$ cat config.mk
export PLATFORM = sky130hd
export DESIGN_NAME = logic_cluster
export DESIGN_NICKNAME = d
export VERILOG_FILES = /design/src/cluster_pkg.sv /design/src/logic_cluster.sv
export SDC_FILE = /design/constraint.sdc
export NUM_CORES = 2
export LEC_CHECK = 0
export ABC_CLOCK_PERIOD_IN_PS = 11550
export BUFFER_PORTS_ARGS = -buffer_cell sky130_fd_sc_hd__buf_4
export CORE_MARGIN = 3
export CORE_UTILIZATION = 58
export CTS_CLUSTER_SIZE = 10
export DETAILED_ROUTE_END_ITERATION = 10
export PLACE_DENSITY_LB_ADDON = 0.2
export SLEW_MARGIN = 20
export SYNTH_ARGS = -nofsm -noshare
export SYNTH_HDL_FRONTEND = slang
export SYNTH_SLANG_ARGS = --single-unit
$ cat constraint.sdc
create_clock -name clock -period 11.55 [get_ports clock]
set_clock_uncertainty 0.1 [all_clocks]
set_input_delay 0 -clock clock [delete_from_list [all_inputs] [get_ports clock]]
set_output_delay 0 -clock clock [all_outputs]
set_load 0.03 [all_outputs]
$ cat src/cluster_pkg.sv
// Shared constants, types and register map of the logic cluster
package cluster_pkg;

    localparam int CELLS       = 10;
    localparam int ROW_CLOCKS  = 8;
    localparam int LOCAL_LINES = 8;
    localparam int ROUTE_IN    = 12;
    localparam int LINK_W      = 5;
    localparam int POOL        = 32;
    localparam int POOL_SEL_W  = 5;
    localparam int CTRL_COUNT  = 10;
    localparam int CTRL_SEL_W  = 4;

    // Register byte offsets
    localparam logic [7:0] CELL_CFG_BASE   = 8'h00;
    localparam logic [7:0] CELL_ROUTE_BASE = 8'h40;
    localparam logic [7:0] CTRL_LO_ADDR    = 8'h80;
    localparam logic [7:0] CTRL_HI_ADDR    = 8'h84;
    localparam logic [7:0] STATUS_ADDR     = 8'h88;

    // Field layout and reset values
    localparam int CELL_CFG_W  = 27;
    localparam int ROUTE_W     = 20;
    localparam int CTRL_W      = 41;
    localparam int DUAL_EDGE_BIT = 40;
    localparam logic [CELL_CFG_W-1:0] CELL_CFG_RESET = 27'h000_0000;
    localparam logic [ROUTE_W-1:0]    ROUTE_RESET    = 20'h0_0000;
    localparam logic [CTRL_W-1:0]     CTRL_RESET     = 41'h000_0000_0000;

    // Cluster-wide control signal indices
    localparam int CLK_ONE   = 0;
    localparam int CLK_TWO   = 1;
    localparam int GATE_ONE  = 2;
    localparam int GATE_TWO  = 3;
    localparam int ACLR_ONE  = 4;
    localparam int ACLR_TWO  = 5;
    localparam int SCLR      = 6;
    localparam int ALOAD     = 7;
    localparam int SLOAD     = 8;
    localparam int ADDSUB    = 9;

    typedef enum logic [1:0] {
        FF_D  = 2'b00,
        FF_T  = 2'b01,
        FF_JK = 2'b10,
        FF_SR = 2'b11
    } ff_type_t;

    typedef struct packed {
        logic            lut_chain;
        logic            reg_chain;
        logic            pack;
        logic [2:0]      out_sel;
        ff_type_t        ff_type;
        logic            aclr_two;
        logic            clock_two;
        logic            arith;
        logic [15:0]     mask;
    } cell_cfg_t;

    typedef struct packed {
        logic        psel;
        logic        penable;
        logic        pwrite;
        logic [7:0]  paddr;
        logic [31:0] pwdata;
    } apb_req_t;

    typedef struct packed {
        logic [31:0] prdata;
        logic        pready;
        logic        pslverr;
    } apb_rsp_t;

endpackage

$ cat src/logic_cluster.sv
// Ten-cell programmable logic cluster with APB configuration port
////////////////////////////////////////////////////////////////////////////////
module logic_cluster
    import cluster_pkg::*;
(
    input  wire logic                                 clock,
    input  wire logic                                 rst_b,
    input  cluster_pkg::apb_req_t                     apb_req,
    output cluster_pkg::apb_rsp_t                     apb_rsp,
    input  wire logic                                 chip_wide_clear_n,
    input  wire logic [cluster_pkg::ROW_CLOCKS-1:0]   row_clocks,
    input  wire logic [cluster_pkg::LOCAL_LINES-1:0]  local_lines,
    input  wire logic [cluster_pkg::ROUTE_IN-1:0]     routing_in,
    input  wire logic [cluster_pkg::LINK_W-1:0]       left_link_in,
    input  wire logic [cluster_pkg::LINK_W-1:0]       right_link_in,
    input  wire logic                                 carry_in,
    input  wire logic                                 lut_chain_in,
    input  wire logic                                 reg_chain_in,
    output logic      [cluster_pkg::CELLS-1:0]        row_col_out_a,
    output logic      [cluster_pkg::CELLS-1:0]        row_col_out_b,
    output logic      [cluster_pkg::CELLS-1:0]        local_out,
    output logic                                      lut_chain_out,
    output logic                                      reg_chain_out,
    output logic                                      carry_out
);
    import cluster_pkg::*;

    ////////////////////////////////////////////////////////////////////////////
    // Helpers

    function automatic logic pick_source(input logic [CTRL_SEL_W-1:0]  sel,
                                         input logic [ROW_CLOCKS-1:0]  rows,
                                         input logic [LOCAL_LINES-1:0] lines);
        pick_source = sel[3] ? lines[sel[2:0]] : rows[sel[2:0]];
    endfunction

    function automatic logic ff_next(input ff_type_t kind,
                                     input logic     q,
                                     input logic     j,
                                     input logic     k);
        unique case (kind)
            FF_D:  ff_next = j;
            FF_T:  ff_next = q ^ j;
            FF_JK: ff_next = (j & ~q) | (~k & q);
            FF_SR: ff_next = j | (~k & q);
        endcase
    endfunction

    function automatic logic carry_of(input logic a, input logic b, input logic c);
        carry_of = (a & b) | (c & (a ^ b));
    endfunction

    ////////////////////////////////////////////////////////////////////////////
    // Configuration storage

    logic [CELL_CFG_W-1:0] cell_word  [CELLS];
    logic [ROUTE_W-1:0]    route_word [CELLS];
    logic [CTRL_W-1:0]     ctrl_word;
    logic                  clear_meta;
    logic                  clear_sync;
    logic                  src_one_prev;
    logic                  src_two_prev;
    logic [CELLS-1:0]      q;

    logic                  bus_write;
    logic                  bus_read_ok;
    logic [3:0]            bus_cell;
    logic                  bus_is_cfg;
    logic                  bus_is_route;

    always_comb
    begin
        bus_write    = apb_req.psel & apb_req.penable & apb_req.pwrite;
        bus_cell     = apb_req.paddr[5:2];
        bus_is_cfg   = (apb_req.paddr[7:6] == CELL_CFG_BASE[7:6]) &&
                       (apb_req.paddr[1:0] == 2'b00) && (bus_cell < 4'(CELLS));
        bus_is_route = (apb_req.paddr[7:6] == CELL_ROUTE_BASE[7:6]) &&
                       (apb_req.paddr[1:0] == 2'b00) && (bus_cell < 4'(CELLS));
        bus_read_ok  = bus_is_cfg || bus_is_route ||
                       (apb_req.paddr == CTRL_LO_ADDR) ||
                       (apb_req.paddr == CTRL_HI_ADDR) ||
                       (apb_req.paddr == STATUS_ADDR);
    end

    always_ff @(posedge clock or negedge rst_b)
    begin
        if (!rst_b)
        begin
            for (int i = 0; i < CELLS; i++)
            begin
                cell_word[i]  <= CELL_CFG_RESET;
                route_word[i] <= ROUTE_RESET;
            end
            ctrl_word <= CTRL_RESET;
        end
        else if (bus_write)
        begin
            if (bus_is_cfg)
                cell_word[bus_cell] <= apb_req.pwdata[CELL_CFG_W-1:0];
            if (bus_is_route)
                route_word[bus_cell] <= apb_req.pwdata[ROUTE_W-1:0];
            if (apb_req.paddr == CTRL_LO_ADDR)
                ctrl_word[31:0] <= apb_req.pwdata;
            if (apb_req.paddr == CTRL_HI_ADDR)
                ctrl_word[CTRL_W-1:32] <= apb_req.pwdata[CTRL_W-33:0];
        end
    end

    // Zero-wait slave; unmapped addresses answer with an error and zero data
    always_comb
    begin
        apb_rsp.pready  = 1'b1;
        apb_rsp.pslverr = apb_req.psel & apb_req.penable & ~bus_read_ok;
        apb_rsp.prdata  = 32'h0000_0000;
        if (bus_is_cfg)
            apb_rsp.prdata = 32'(cell_word[bus_cell]);
        else if (bus_is_route)
            apb_rsp.prdata = 32'(route_word[bus_cell]);
        else if (apb_req.paddr == CTRL_LO_ADDR)
            apb_rsp.prdata = ctrl_word[31:0];
        else if (apb_req.paddr == CTRL_HI_ADDR)
            apb_rsp.prdata = 32'(ctrl_word[CTRL_W-1:32]);
        else if (apb_req.paddr == STATUS_ADDR)
            apb_rsp.prdata = 32'({clear_sync, carry_out, q});
    end

    ////////////////////////////////////////////////////////////////////////////
    // Chip-wide clear synchroniser

    always_ff @(posedge clock or negedge rst_b)
    begin
        if (!rst_b)
        begin
            clear_meta <= 1'b0;
            clear_sync <= 1'b0;
        end
        else
        begin
            clear_meta <= chip_wide_clear_n;
            clear_sync <= clear_meta;
        end
    end

    ////////////////////////////////////////////////////////////////////////////
    // Cluster-wide control generation

    logic [CTRL_COUNT-1:0] ctl;
    logic                  dual_edge;
    logic                  tick_one;
    logic                  tick_two;

    always_comb
    begin
        for (int k = 0; k < CTRL_COUNT; k++)
            ctl[k] = pick_source(ctrl_word[k*CTRL_SEL_W +: CTRL_SEL_W],
                                 row_clocks, local_lines);
    end

    always_ff @(posedge clock or negedge rst_b)
    begin
        if (!rst_b)
        begin
            src_one_prev <= 1'b0;
            src_two_prev <= 1'b0;
        end
        else
        begin
            src_one_prev <= ctl[CLK_ONE];
            src_two_prev <= ctl[CLK_TWO];
        end
    end

    // Dual-edge use takes the second clock resource for the falling edge
    always_comb
    begin
        dual_edge = ctrl_word[DUAL_EDGE_BIT];
        tick_one  = ctl[CLK_ONE] & ~src_one_prev & ctl[GATE_ONE];
        if (dual_edge)
            tick_two = ~ctl[CLK_ONE] & src_one_prev & ctl[GATE_TWO];
        else
            tick_two = ctl[CLK_TWO] & ~src_two_prev & ctl[GATE_TWO];
    end

    ////////////////////////////////////////////////////////////////////////////
    // Cell datapath

    logic [POOL-1:0]  pool;
    logic [3:0]       din      [CELLS];
    logic [CELLS-1:0] lut_res;
    logic [CELLS-1:0] reg_view;
    logic [CELLS-1:0] aclr_hit;
    logic [CELLS-1:0] tick;
    logic [CELLS-1:0] reg_d;
    ff_type_t         ff_kind  [CELLS];
    logic [CELLS:0]   carry_zero;
    logic [CELLS:0]   carry_one;
    logic             carry_sel;

    // Own cells feed the input pool through their registers, avoiding loops
    assign pool = {right_link_in, left_link_in, q, routing_in};

    always_comb
    begin
        cell_cfg_t cfg;
        logic      a;
        logic      b;
        logic      dd;
        logic      cin;
        a             = 1'b0;
        b             = 1'b0;
        dd            = 1'b0;
        cin           = 1'b0;
        cfg           = cell_cfg_t'(cell_word[0]);
        carry_zero[0] = 1'b0;
        carry_one[0]  = 1'b1;
        carry_sel     = carry_in | (cfg.arith & ctl[ADDSUB]);
        for (int i = 0; i < CELLS; i++)
        begin
            cfg = cell_cfg_t'(cell_word[i]);
            for (int j = 0; j < 4; j++)
                din[i][j] = pool[route_word[i][j*POOL_SEL_W +: POOL_SEL_W]];
            if (cfg.lut_chain)
                a = (i == 0) ? lut_chain_in : lut_res[(i == 0) ? 0 : i-1];
            else
                a = din[i][0];
            dd = cfg.pack ? q[i] : din[i][3];
            b  = din[i][1] ^ (cfg.arith & ctl[ADDSUB]);
            cin = carry_sel ? carry_one[i] : carry_zero[i];
            if (cfg.arith)
            begin
                lut_res[i]      = a ^ b ^ cin;
                carry_zero[i+1] = carry_of(a, b, carry_zero[i]);
                carry_one[i+1]  = carry_of(a, b, carry_one[i]);
            end
            else
            begin
                lut_res[i]      = cfg.mask[{dd, din[i][2], din[i][1], a}];
                carry_zero[i+1] = carry_zero[i];
                carry_one[i+1]  = carry_one[i];
            end
            aclr_hit[i] = cfg.aclr_two ? ctl[ACLR_TWO] : ctl[ACLR_ONE];
            tick[i]     = cfg.clock_two ? tick_two : tick_one;
            ff_kind[i]  = cfg.ff_type;
            if (cfg.reg_chain)
                reg_d[i] = (i == 0) ? reg_chain_in : q[(i == 0) ? 0 : i-1];
            else
                reg_d[i] = lut_res[i];
        end
        carry_out = carry_sel ? carry_one[CELLS] : carry_zero[CELLS];
    end

    ////////////////////////////////////////////////////////////////////////////
    // Cell registers

    always_ff @(posedge clock or negedge rst_b)
    begin
        if (!rst_b)
            q <= '0;
        else
        begin
            for (int i = 0; i < CELLS; i++)
            begin
                if (!clear_sync)
                    q[i] <= 1'b0;
                else if (aclr_hit[i])
                    q[i] <= 1'b0;
                else if (ctl[ALOAD])
                    q[i] <= din[i][2];
                else if (tick[i])
                begin
                    if (ctl[SCLR])
                        q[i] <= 1'b0;
                    else if (ctl[SLOAD])
                        q[i] <= din[i][2];
                    else
                        q[i] <= ff_next(ff_kind[i], q[i], reg_d[i], din[i][3]);
                end
            end
        end
    end

    // Asynchronous controls reach the register view without waiting a clock
    always_comb
    begin
        for (int i = 0; i < CELLS; i++)
        begin
            if (!clear_sync || aclr_hit[i])
                reg_view[i] = 1'b0;
            else if (ctl[ALOAD])
                reg_view[i] = din[i][2];
            else
                reg_view[i] = q[i];
        end
    end

    ////////////////////////////////////////////////////////////////////////////
    // Cell outputs

    always_comb
    begin
        for (int i = 0; i < CELLS; i++)
        begin
            cell_cfg_t cfg;
            cfg = cell_cfg_t'(cell_word[i]);
            row_col_out_a[i] = cfg.out_sel[0] ? reg_view[i] : lut_res[i];
            row_col_out_b[i] = cfg.out_sel[1] ? reg_view[i] : lut_res[i];
            local_out[i]     = cfg.out_sel[2] ? reg_view[i] : lut_res[i];
        end
        lut_chain_out = lut_res[CELLS-1];
        reg_chain_out = q[CELLS-1];
    end

endmodule // logic_cluster

# Yosys cells after proc, flatten, opt, wreduce, memory -nomap -nowiden
# Cells that the tools add are included.
# totals
reg_bits	525
output_inout_bits	67
# op_classes
order_cmp	63
eq_ne	44
muxes	379
bitwise	172
reduce_logical	36
# ops
operator	count
2-to-1 mux 1 bit	282
bitwise mux 270 bit	1
< comparator 5 x 6 -> 1 bit, second input constant	40
binary-select mux 1 bit (select 5 bit)	40
bitwise mux 200 bit	1
binary-select mux 27 bit (select 4 bit)	1
demux 27 bit (select 4 bit)	1
2-to-1 mux 32 bit	3
2-to-1 mux 27 bit	3
binary-select mux 20 bit (select 4 bit)	1
demux 20 bit (select 4 bit)	1
bitwise AND 1 bit	67
binary-select mux 1 bit (select 3 bit)	20
2-to-1 mux 20 bit	3
< comparator 4 x 5 -> 1 bit, second input constant	10
binary-select mux 1 bit (select 4 bit)	10
== test 2 bit, second input constant	20
< comparator 3 x 4 -> 1 bit, second input constant	10
inequality test 4 x 1 -> 1 bit, second input constant	10
OR 1 bit	40
case mux 1 bit (4 select lines)	10
XOR 1 bit	40
== test 8 bit, second input constant	3
zero test 2 bit	12
11 further kinds	65

# Logic depth before layout (Yosys ltp)
# logic_depth
word_depth	54
depth_mapped	68
depth_no_buf	67

# Worst setup path before layout
# OpenSTA, ideal clock, no wires.
# synth_path
path_kind	reg2reg
startpoint	register q[9]
endpoint	register q[9]
arrival_ps	12490
slack_ps	-1171
stages_incl_launch_ff	67
n_path_buf	1
cell_sequence	dfrtp_1 -> mux4_2 -> mux2_2 -> a2bb2oi_1 -> and2_1 -> xnor2_1 -> ha_1 -> nand2b_1 -> mux2_2 -> and3_1 -> o311ai_1 -> o2111ai_1 -> a31oi_2 -> ha_1 -> xor2_1 -> o21bai_1 -> nor2_4 -> ha_1 -> [... 31 more ...] -> o41ai_2 -> buf_4 -> a21oi_1 -> ha_1 -> nor2b_1 -> o21ai_0 -> xnor2_1 -> nand2b_1 -> mux2i_1 -> nor3_2 -> mux2i_1 -> ha_1 -> a21oi_1 -> a221o_1 -> o21ai_0 -> nand2b_1 -> nor4_1 -> o21ai_1
# synth_via
elab_chain_len	52
elab_cells_between_ends	244
cone_classes	165 x mux; 79 x bitwise
# synth_lines
element	line	rtl
start: declaration	logic_cluster.sv:63	logic [CELLS-1:0] q;
start signal: indexed assignment	logic_cluster.sv:268	q[i] <= din[i][2];
start signal: indexed assignment	logic_cluster.sv:274	q[i] <= din[i][2];
start signal: indexed assignment	logic_cluster.sv:276	q[i] <= ff_next(ff_kind[i], q[i], reg_d[i], din[i][3]);
binary-select mux 1 bit (select 5 bit)	logic_cluster.sv:221	din[i][j] = pool[route_word[i][j*POOL_SEL_W +: POOL_SEL_W]];
2-to-1 mux 1 bit (not written as such)	logic_cluster.sv:221	
2-to-1 mux 1 bit (tied with other cells)	logic_cluster.sv:222	if (cfg.lut_chain)
binary-select mux 1 bit (select 4 bit) or XOR 1 bit (tied branches)	logic_cluster.sv:237, logic_cluster.sv:50, logic_cluster.sv:231	
2-to-1 mux 1 bit (not written as such) or XOR 1 bit (tied branches)	logic_cluster.sv:237, logic_cluster.sv:231	
2-to-1 mux 1 bit	logic_cluster.sv:229	if (cfg.arith)
2-to-1 mux 1 bit	logic_cluster.sv:222	
binary-select mux 1 bit (select 4 bit) or XOR 1 bit (tied branches)	logic_cluster.sv:237, logic_cluster.sv:50, logic_cluster.sv:231	
[... 36 more ...]	--	
OR 1 bit	logic_cluster.sv:44	FF_JK: ff_next = (j & ~q) | (~k & q);
case mux 1 bit (4 select lines)	logic_cluster.sv:41	unique case (kind)
2-to-1 mux 1 bit	logic_cluster.sv:273	else if (ctl[SLOAD])
2-to-1 mux 1 bit	logic_cluster.sv:271	if (ctl[SCLR])
2-to-1 mux 1 bit	logic_cluster.sv:269	else if (tick[i])
2-to-1 mux 1 bit *	logic_cluster.sv:267	else if (ctl[ALOAD])
2-to-1 mux 1 bit *	logic_cluster.sv:265	else if (aclr_hit[i])
2-to-1 mux 1 bit *	logic_cluster.sv:263	if (!clear_sync)
# Every way passes the cells marked *; elsewhere a longest branch is shown, timed or not. The select of a mux whose other input is x is not followed.
# A chain may end at the register's enable or synchronous reset.

# Worst setup path after layout
# layout_path
startpoint	register route_word[185] in the netlist's numbering
endpoint	register q[9]
# layout_via
elab_chain_len	52
elab_cells_between_ends	143
cone_classes	76 x mux; 67 x bitwise
# layout_lines
element	line	rtl
start: declaration	logic_cluster.sv:57	logic [ROUTE_W-1:0] route_word [CELLS];
start signal: indexed assignment	logic_cluster.sv:101	route_word[bus_cell] <= apb_req.pwdata[ROUTE_W-1:0];
binary-select mux 1 bit (select 5 bit) *	logic_cluster.sv:221	
2-to-1 mux 1 bit (not written as such) *	logic_cluster.sv:221	
branches (longest 39 deep; another with binary-select mux 1 bit (select 4 bit))	--	
2-to-1 mux 1 bit *	logic_cluster.sv:229	
2-to-1 mux 1 bit *	logic_cluster.sv:244	if (cfg.reg_chain)
bitwise AND 1 bit	logic_cluster.sv:44	
OR 1 bit	logic_cluster.sv:44	
case mux 1 bit (4 select lines) *	logic_cluster.sv:41	
2-to-1 mux 1 bit *	logic_cluster.sv:273	
2-to-1 mux 1 bit *	logic_cluster.sv:271	
2-to-1 mux 1 bit *	logic_cluster.sv:269	
2-to-1 mux 1 bit *	logic_cluster.sv:267	
2-to-1 mux 1 bit *	logic_cluster.sv:265	
2-to-1 mux 1 bit *	logic_cluster.sv:263	
# Every way passes the cells marked *. The select of a mux whose other input is x is not followed.

==> flow_summary.ini <==
[route]
dr.pass1.iters = 9
routedWlPerCell_um = 37.4
ant_nets = 0
drc = 0
vias = 33100
drtIter0Drc = 5275
routed_wl_mm = 159
viasPerCell = 7.81

[finish]
areaGrowthSynthToFinish_pct = 15.7
nets = 3434
final_area_sq_mm = 0.0462
drive_above_1_share_pct = 51.8

[global_routing]
gr-total-overflow = 0
grt_pass1_wl_mm = 231
grt_max_degree = 141
grt_pass1_vias = 33300
grt_use_total_pct = 44.3
antenna_found_initial = 13

[setup_path]
cp_max_fo = 5
cp-end-kind = flip-flop
rr_startpoint = route_word[185]
path_buf_inv = 10
path_common_cell = buf_4
path_class = reg -> reg
crit_family = compound AO/OA/AOI/OAI gates
critical_path_arrival_ns = 12.97
regToRegEndpoint = q[9]
start_kind = flip-flop
required_ns = 11.97
critPathSlowestCell = mux4_2
rr_worst_depth = 65
ff2ff_setup_slack_ns = -1.0
cpPeakStageDelay_ns = 0.52

[synthesis]
async_flop_share_pct = 100
netlist_area_sq_mm = 0.0400
synth-edff-count = 0
ys_types = 87
post_synth.cell_area_avg_sq_um = 12.7
yosys_register_bits = 525
synth_cells = 3135
yosys_warnings = 0
synth_top_flop_cell = dfrtp_1
ys_seq_area_share_pct = 32.9
synthesis.nets = 3242

[timing]
finalCritPeriodShare_pct = 109
hold_viol_final = 0
tightestPinTransition_ns = 1.10
rsz0062_at_grt = yes
max_freq_mhz = 79.7
setup_ws_ns = -1.00
fin_setup_tns_ns = -6.11
setup_viol = 11
max-slew-margin-rel_pct = 25.0
post-route-min-period_ns = 12.55
slew_violations = 0

[placed_design]
gp_congestion = 1.03
dp_hpwl_mm = 107
dpl_cell_area_sq_mm = 0.0432
port_buffers = 152

[clocking]
clk_path_buf_depth = 3
cts_sinks = 525
cts-root-buf = clkbuf_16
clk_latency_ns = 0.63
numCtsBuffers = 67
htreeDepth = 3
clkTransAtPathRegs_ns = 0.06
cts_tree = built

[floorplan]
die_w_um = 268
die_h_um = 268
core_sq_mm = 0.0678
rows = 95
start_util_pct = 59.0
boundaryPins = 154
dieArea_sq_mm = 0.0721

[pwr]
leakage_nw = 19.3
powerDensity_mw_per_mm2 = 102
ir_worst_vdd_mv = 0.118

[run_status]
violations = negative setup slack
status = complete, but fails checks

[hold_path]
hold_path.class = in -> reg
holdPathStages = 4
min_to = src_two_prev
hold_start = local_lines[0]

[run]
maxCapViolCount = 0
cells in the mapped netlist, types with 4 or more instances:
master / count / share of area, %
mux2i_1: 140 / 3.5
buf_4: 6 / 0.11
a22oi_1: 20 / 0.38
mux4_2: 529 / 30
clkbuf_1: 322 / 3.0
buf_1: 61 / 0.57
or3_1: 5 / 0.078
o31a_1: 7 / 0.15
nor3_1: 15 / 0.19
o22ai_1: 12 / 0.19
a211oi_1: 20 / 0.38
and3_1: 13 / 0.20
mux2_2: 531 / 15
and2_1: 29 / 0.45
nand3b_1: 7 / 0.13
o21ai_0: 80 / 1.0
o221ai_1: 6 / 0.13
a21oi_1: 101 / 1.3
and4_1: 5 / 0.11
a31oi_1: 6 / 0.094
nand2_1: 199 / 1.9
nand3_1: 19 / 0.24
or2_2: 5 / 0.078
a22o_1: 8 / 0.18
nor3b_1: 7 / 0.13
ha_1: 20 / 0.63
nor2_1: 110 / 1.0
buf_2: 5 / 0.063
xor2_1: 10 / 0.22
inv_1: 51 / 0.48
a221oi_1: 14 / 0.31
a311oi_1: 5 / 0.11
o21ai_1: 8 / 0.10
o2bb2ai_1: 4 / 0.088
a222oi_1: 36 / 0.90
o21a_1: 8 / 0.15
xnor2_1: 9 / 0.20
nand2b_1: 30 / 0.47
dfrtp_1: 525 / 33
o221a_2: 4 / 0.11
nor2b_1: 41 / 0.64
a211o_1: 18 / 0.39
o211ai_1: 19 / 0.36
cells in the final DEF, fill, tap and decap left out, types with 69 or more instances in the layout:
cell / synthesis / final
mux4_2: 529 / 529
mux2_2: 531 / 528
dfrtp_1: 525 / 520
buf_4: 6 / 456
nand2_1: 199 / 195
mux2i_1: 140 / 133
nor2_1: 110 / 99
a21oi_1: 101 / 97
o21ai_0: 80 / 70
clkbuf_16: 0 / 69
kinds of logic (layout without fill, tap and decap cells):
| family | count (synthesis) | count (layout) | synth area share, % |
|---|---|---|---|
| and+or+nand+nor | 500 | 500 | 5.91 |
| buffers and inverters | 446 | 674 | 4.26 |
| other | 1 | 5 | 0.00938 |
| AOI/OAI and AO/OA | 419 | 419 | 7.43 |
| muxes | 1205 | 1205 | 48.5 |
| DFF | 525 | 525 | 32.9 |
| adders and majority gates | 20 | 20 | 0.626 |
| xor gates and xnor gates | 19 | 19 | 0.416 |
cell type report:
| class | count | area (sq um) |
|---|---|---|
| diodes | 4 | 10.0 |
| clock buffers | 93 | 1910 |
| clock inverters | 12 | 140 |
| fillers | 4805 | 21500 |
| inverters | 52 | 198 |
| multi-input cells | 2164 | 25600 |
| flip-flops and latches | 525 | 13100 |
| well taps | 873 | 1090 |
| repair buffers | 517 | 4150 |
tightest hold or removal path: cells and delay by family:
kind | cells | cell delay (ns)
muxes | 2 | 0.47
buffers and inverters | 2 | 0.25
state kept, by name (all words and copies together) (netlist names):
| signal | count |
|---|---|
| clear_sync | 1 |
| cell_word | 270 |
| q | 10 |
| clear_meta | 1 |
| ctrl_word | 41 |
| route_word | 200 |
| src_two_prev | 1 |
| src_one_prev | 1 |
repair_timing:
action / CTS / global route
resized for setup: 52 / 24
hold buffers: 37 / 0
hold endpoints to repair: 609 / 0
buffers inserted: 13 / 13
setup endpoints to repair: 12 / 12
pin swaps: 35 / 35
power by group:
group	internal, mW	leakage [nW]	switching [mW]	total (mW)
registers	1.86	7.28	0.0362	1.90
logic	0.314	11.0	0.464	0.778
clock network	1.19	1.01	0.859	2.05
worst max-delay path by stage:
stage | start | depth (start not counted) | slack (ns) | to
2_1_floorplan | route_word[185] | 67 | -0.54 | q[9]
6_report | route_word[185] | 65 | -1.0 | q[9]
3_5_place_dp | ctrl_word[37] | 66 | -1.18 | q[9]
5_1_grt | route_word[185] | 64 | -1.35 | q[9]
3_3_place_gp | ctrl_word[37] | 66 | -0.93 | q[9]
4_1_cts | route_word[185] | 63 | -0.72 | q[9]
through the flow:
stage | std cells | worst slack, ns | hold slack, ns | power [mW] | util [%]
floorplan | 3135 | -0.544 | -0.396 | 2.31 | -
global placement | 4070 | -0.925 | -0.0665 | 2.63 | 63.8
detailed placement | 4070 | -1.18 | -0.0597 | 2.65 | 63.8
CTS | 4224 | -0.723 | 0.0173 | 4.69 | 67.9
global route | 4236 | -1.35 | 0.0498 | 4.82 | 68.2
finish | 4240 | -1.00 | 0.0353 | 4.72 | 68.2
per-layer routing:
layer  up-vias  part of all wire [%]  global-route usage [%]
li1      12700                     -                       -
met1     16600                    33                    55.7
met2      2913                    43                    65.7
met3       871                    14                    14.5
met4        10                   9.3                    30.6
met5         -                 0.039                   0.198
Note: power is estimated with default switching activity, not from simulation.
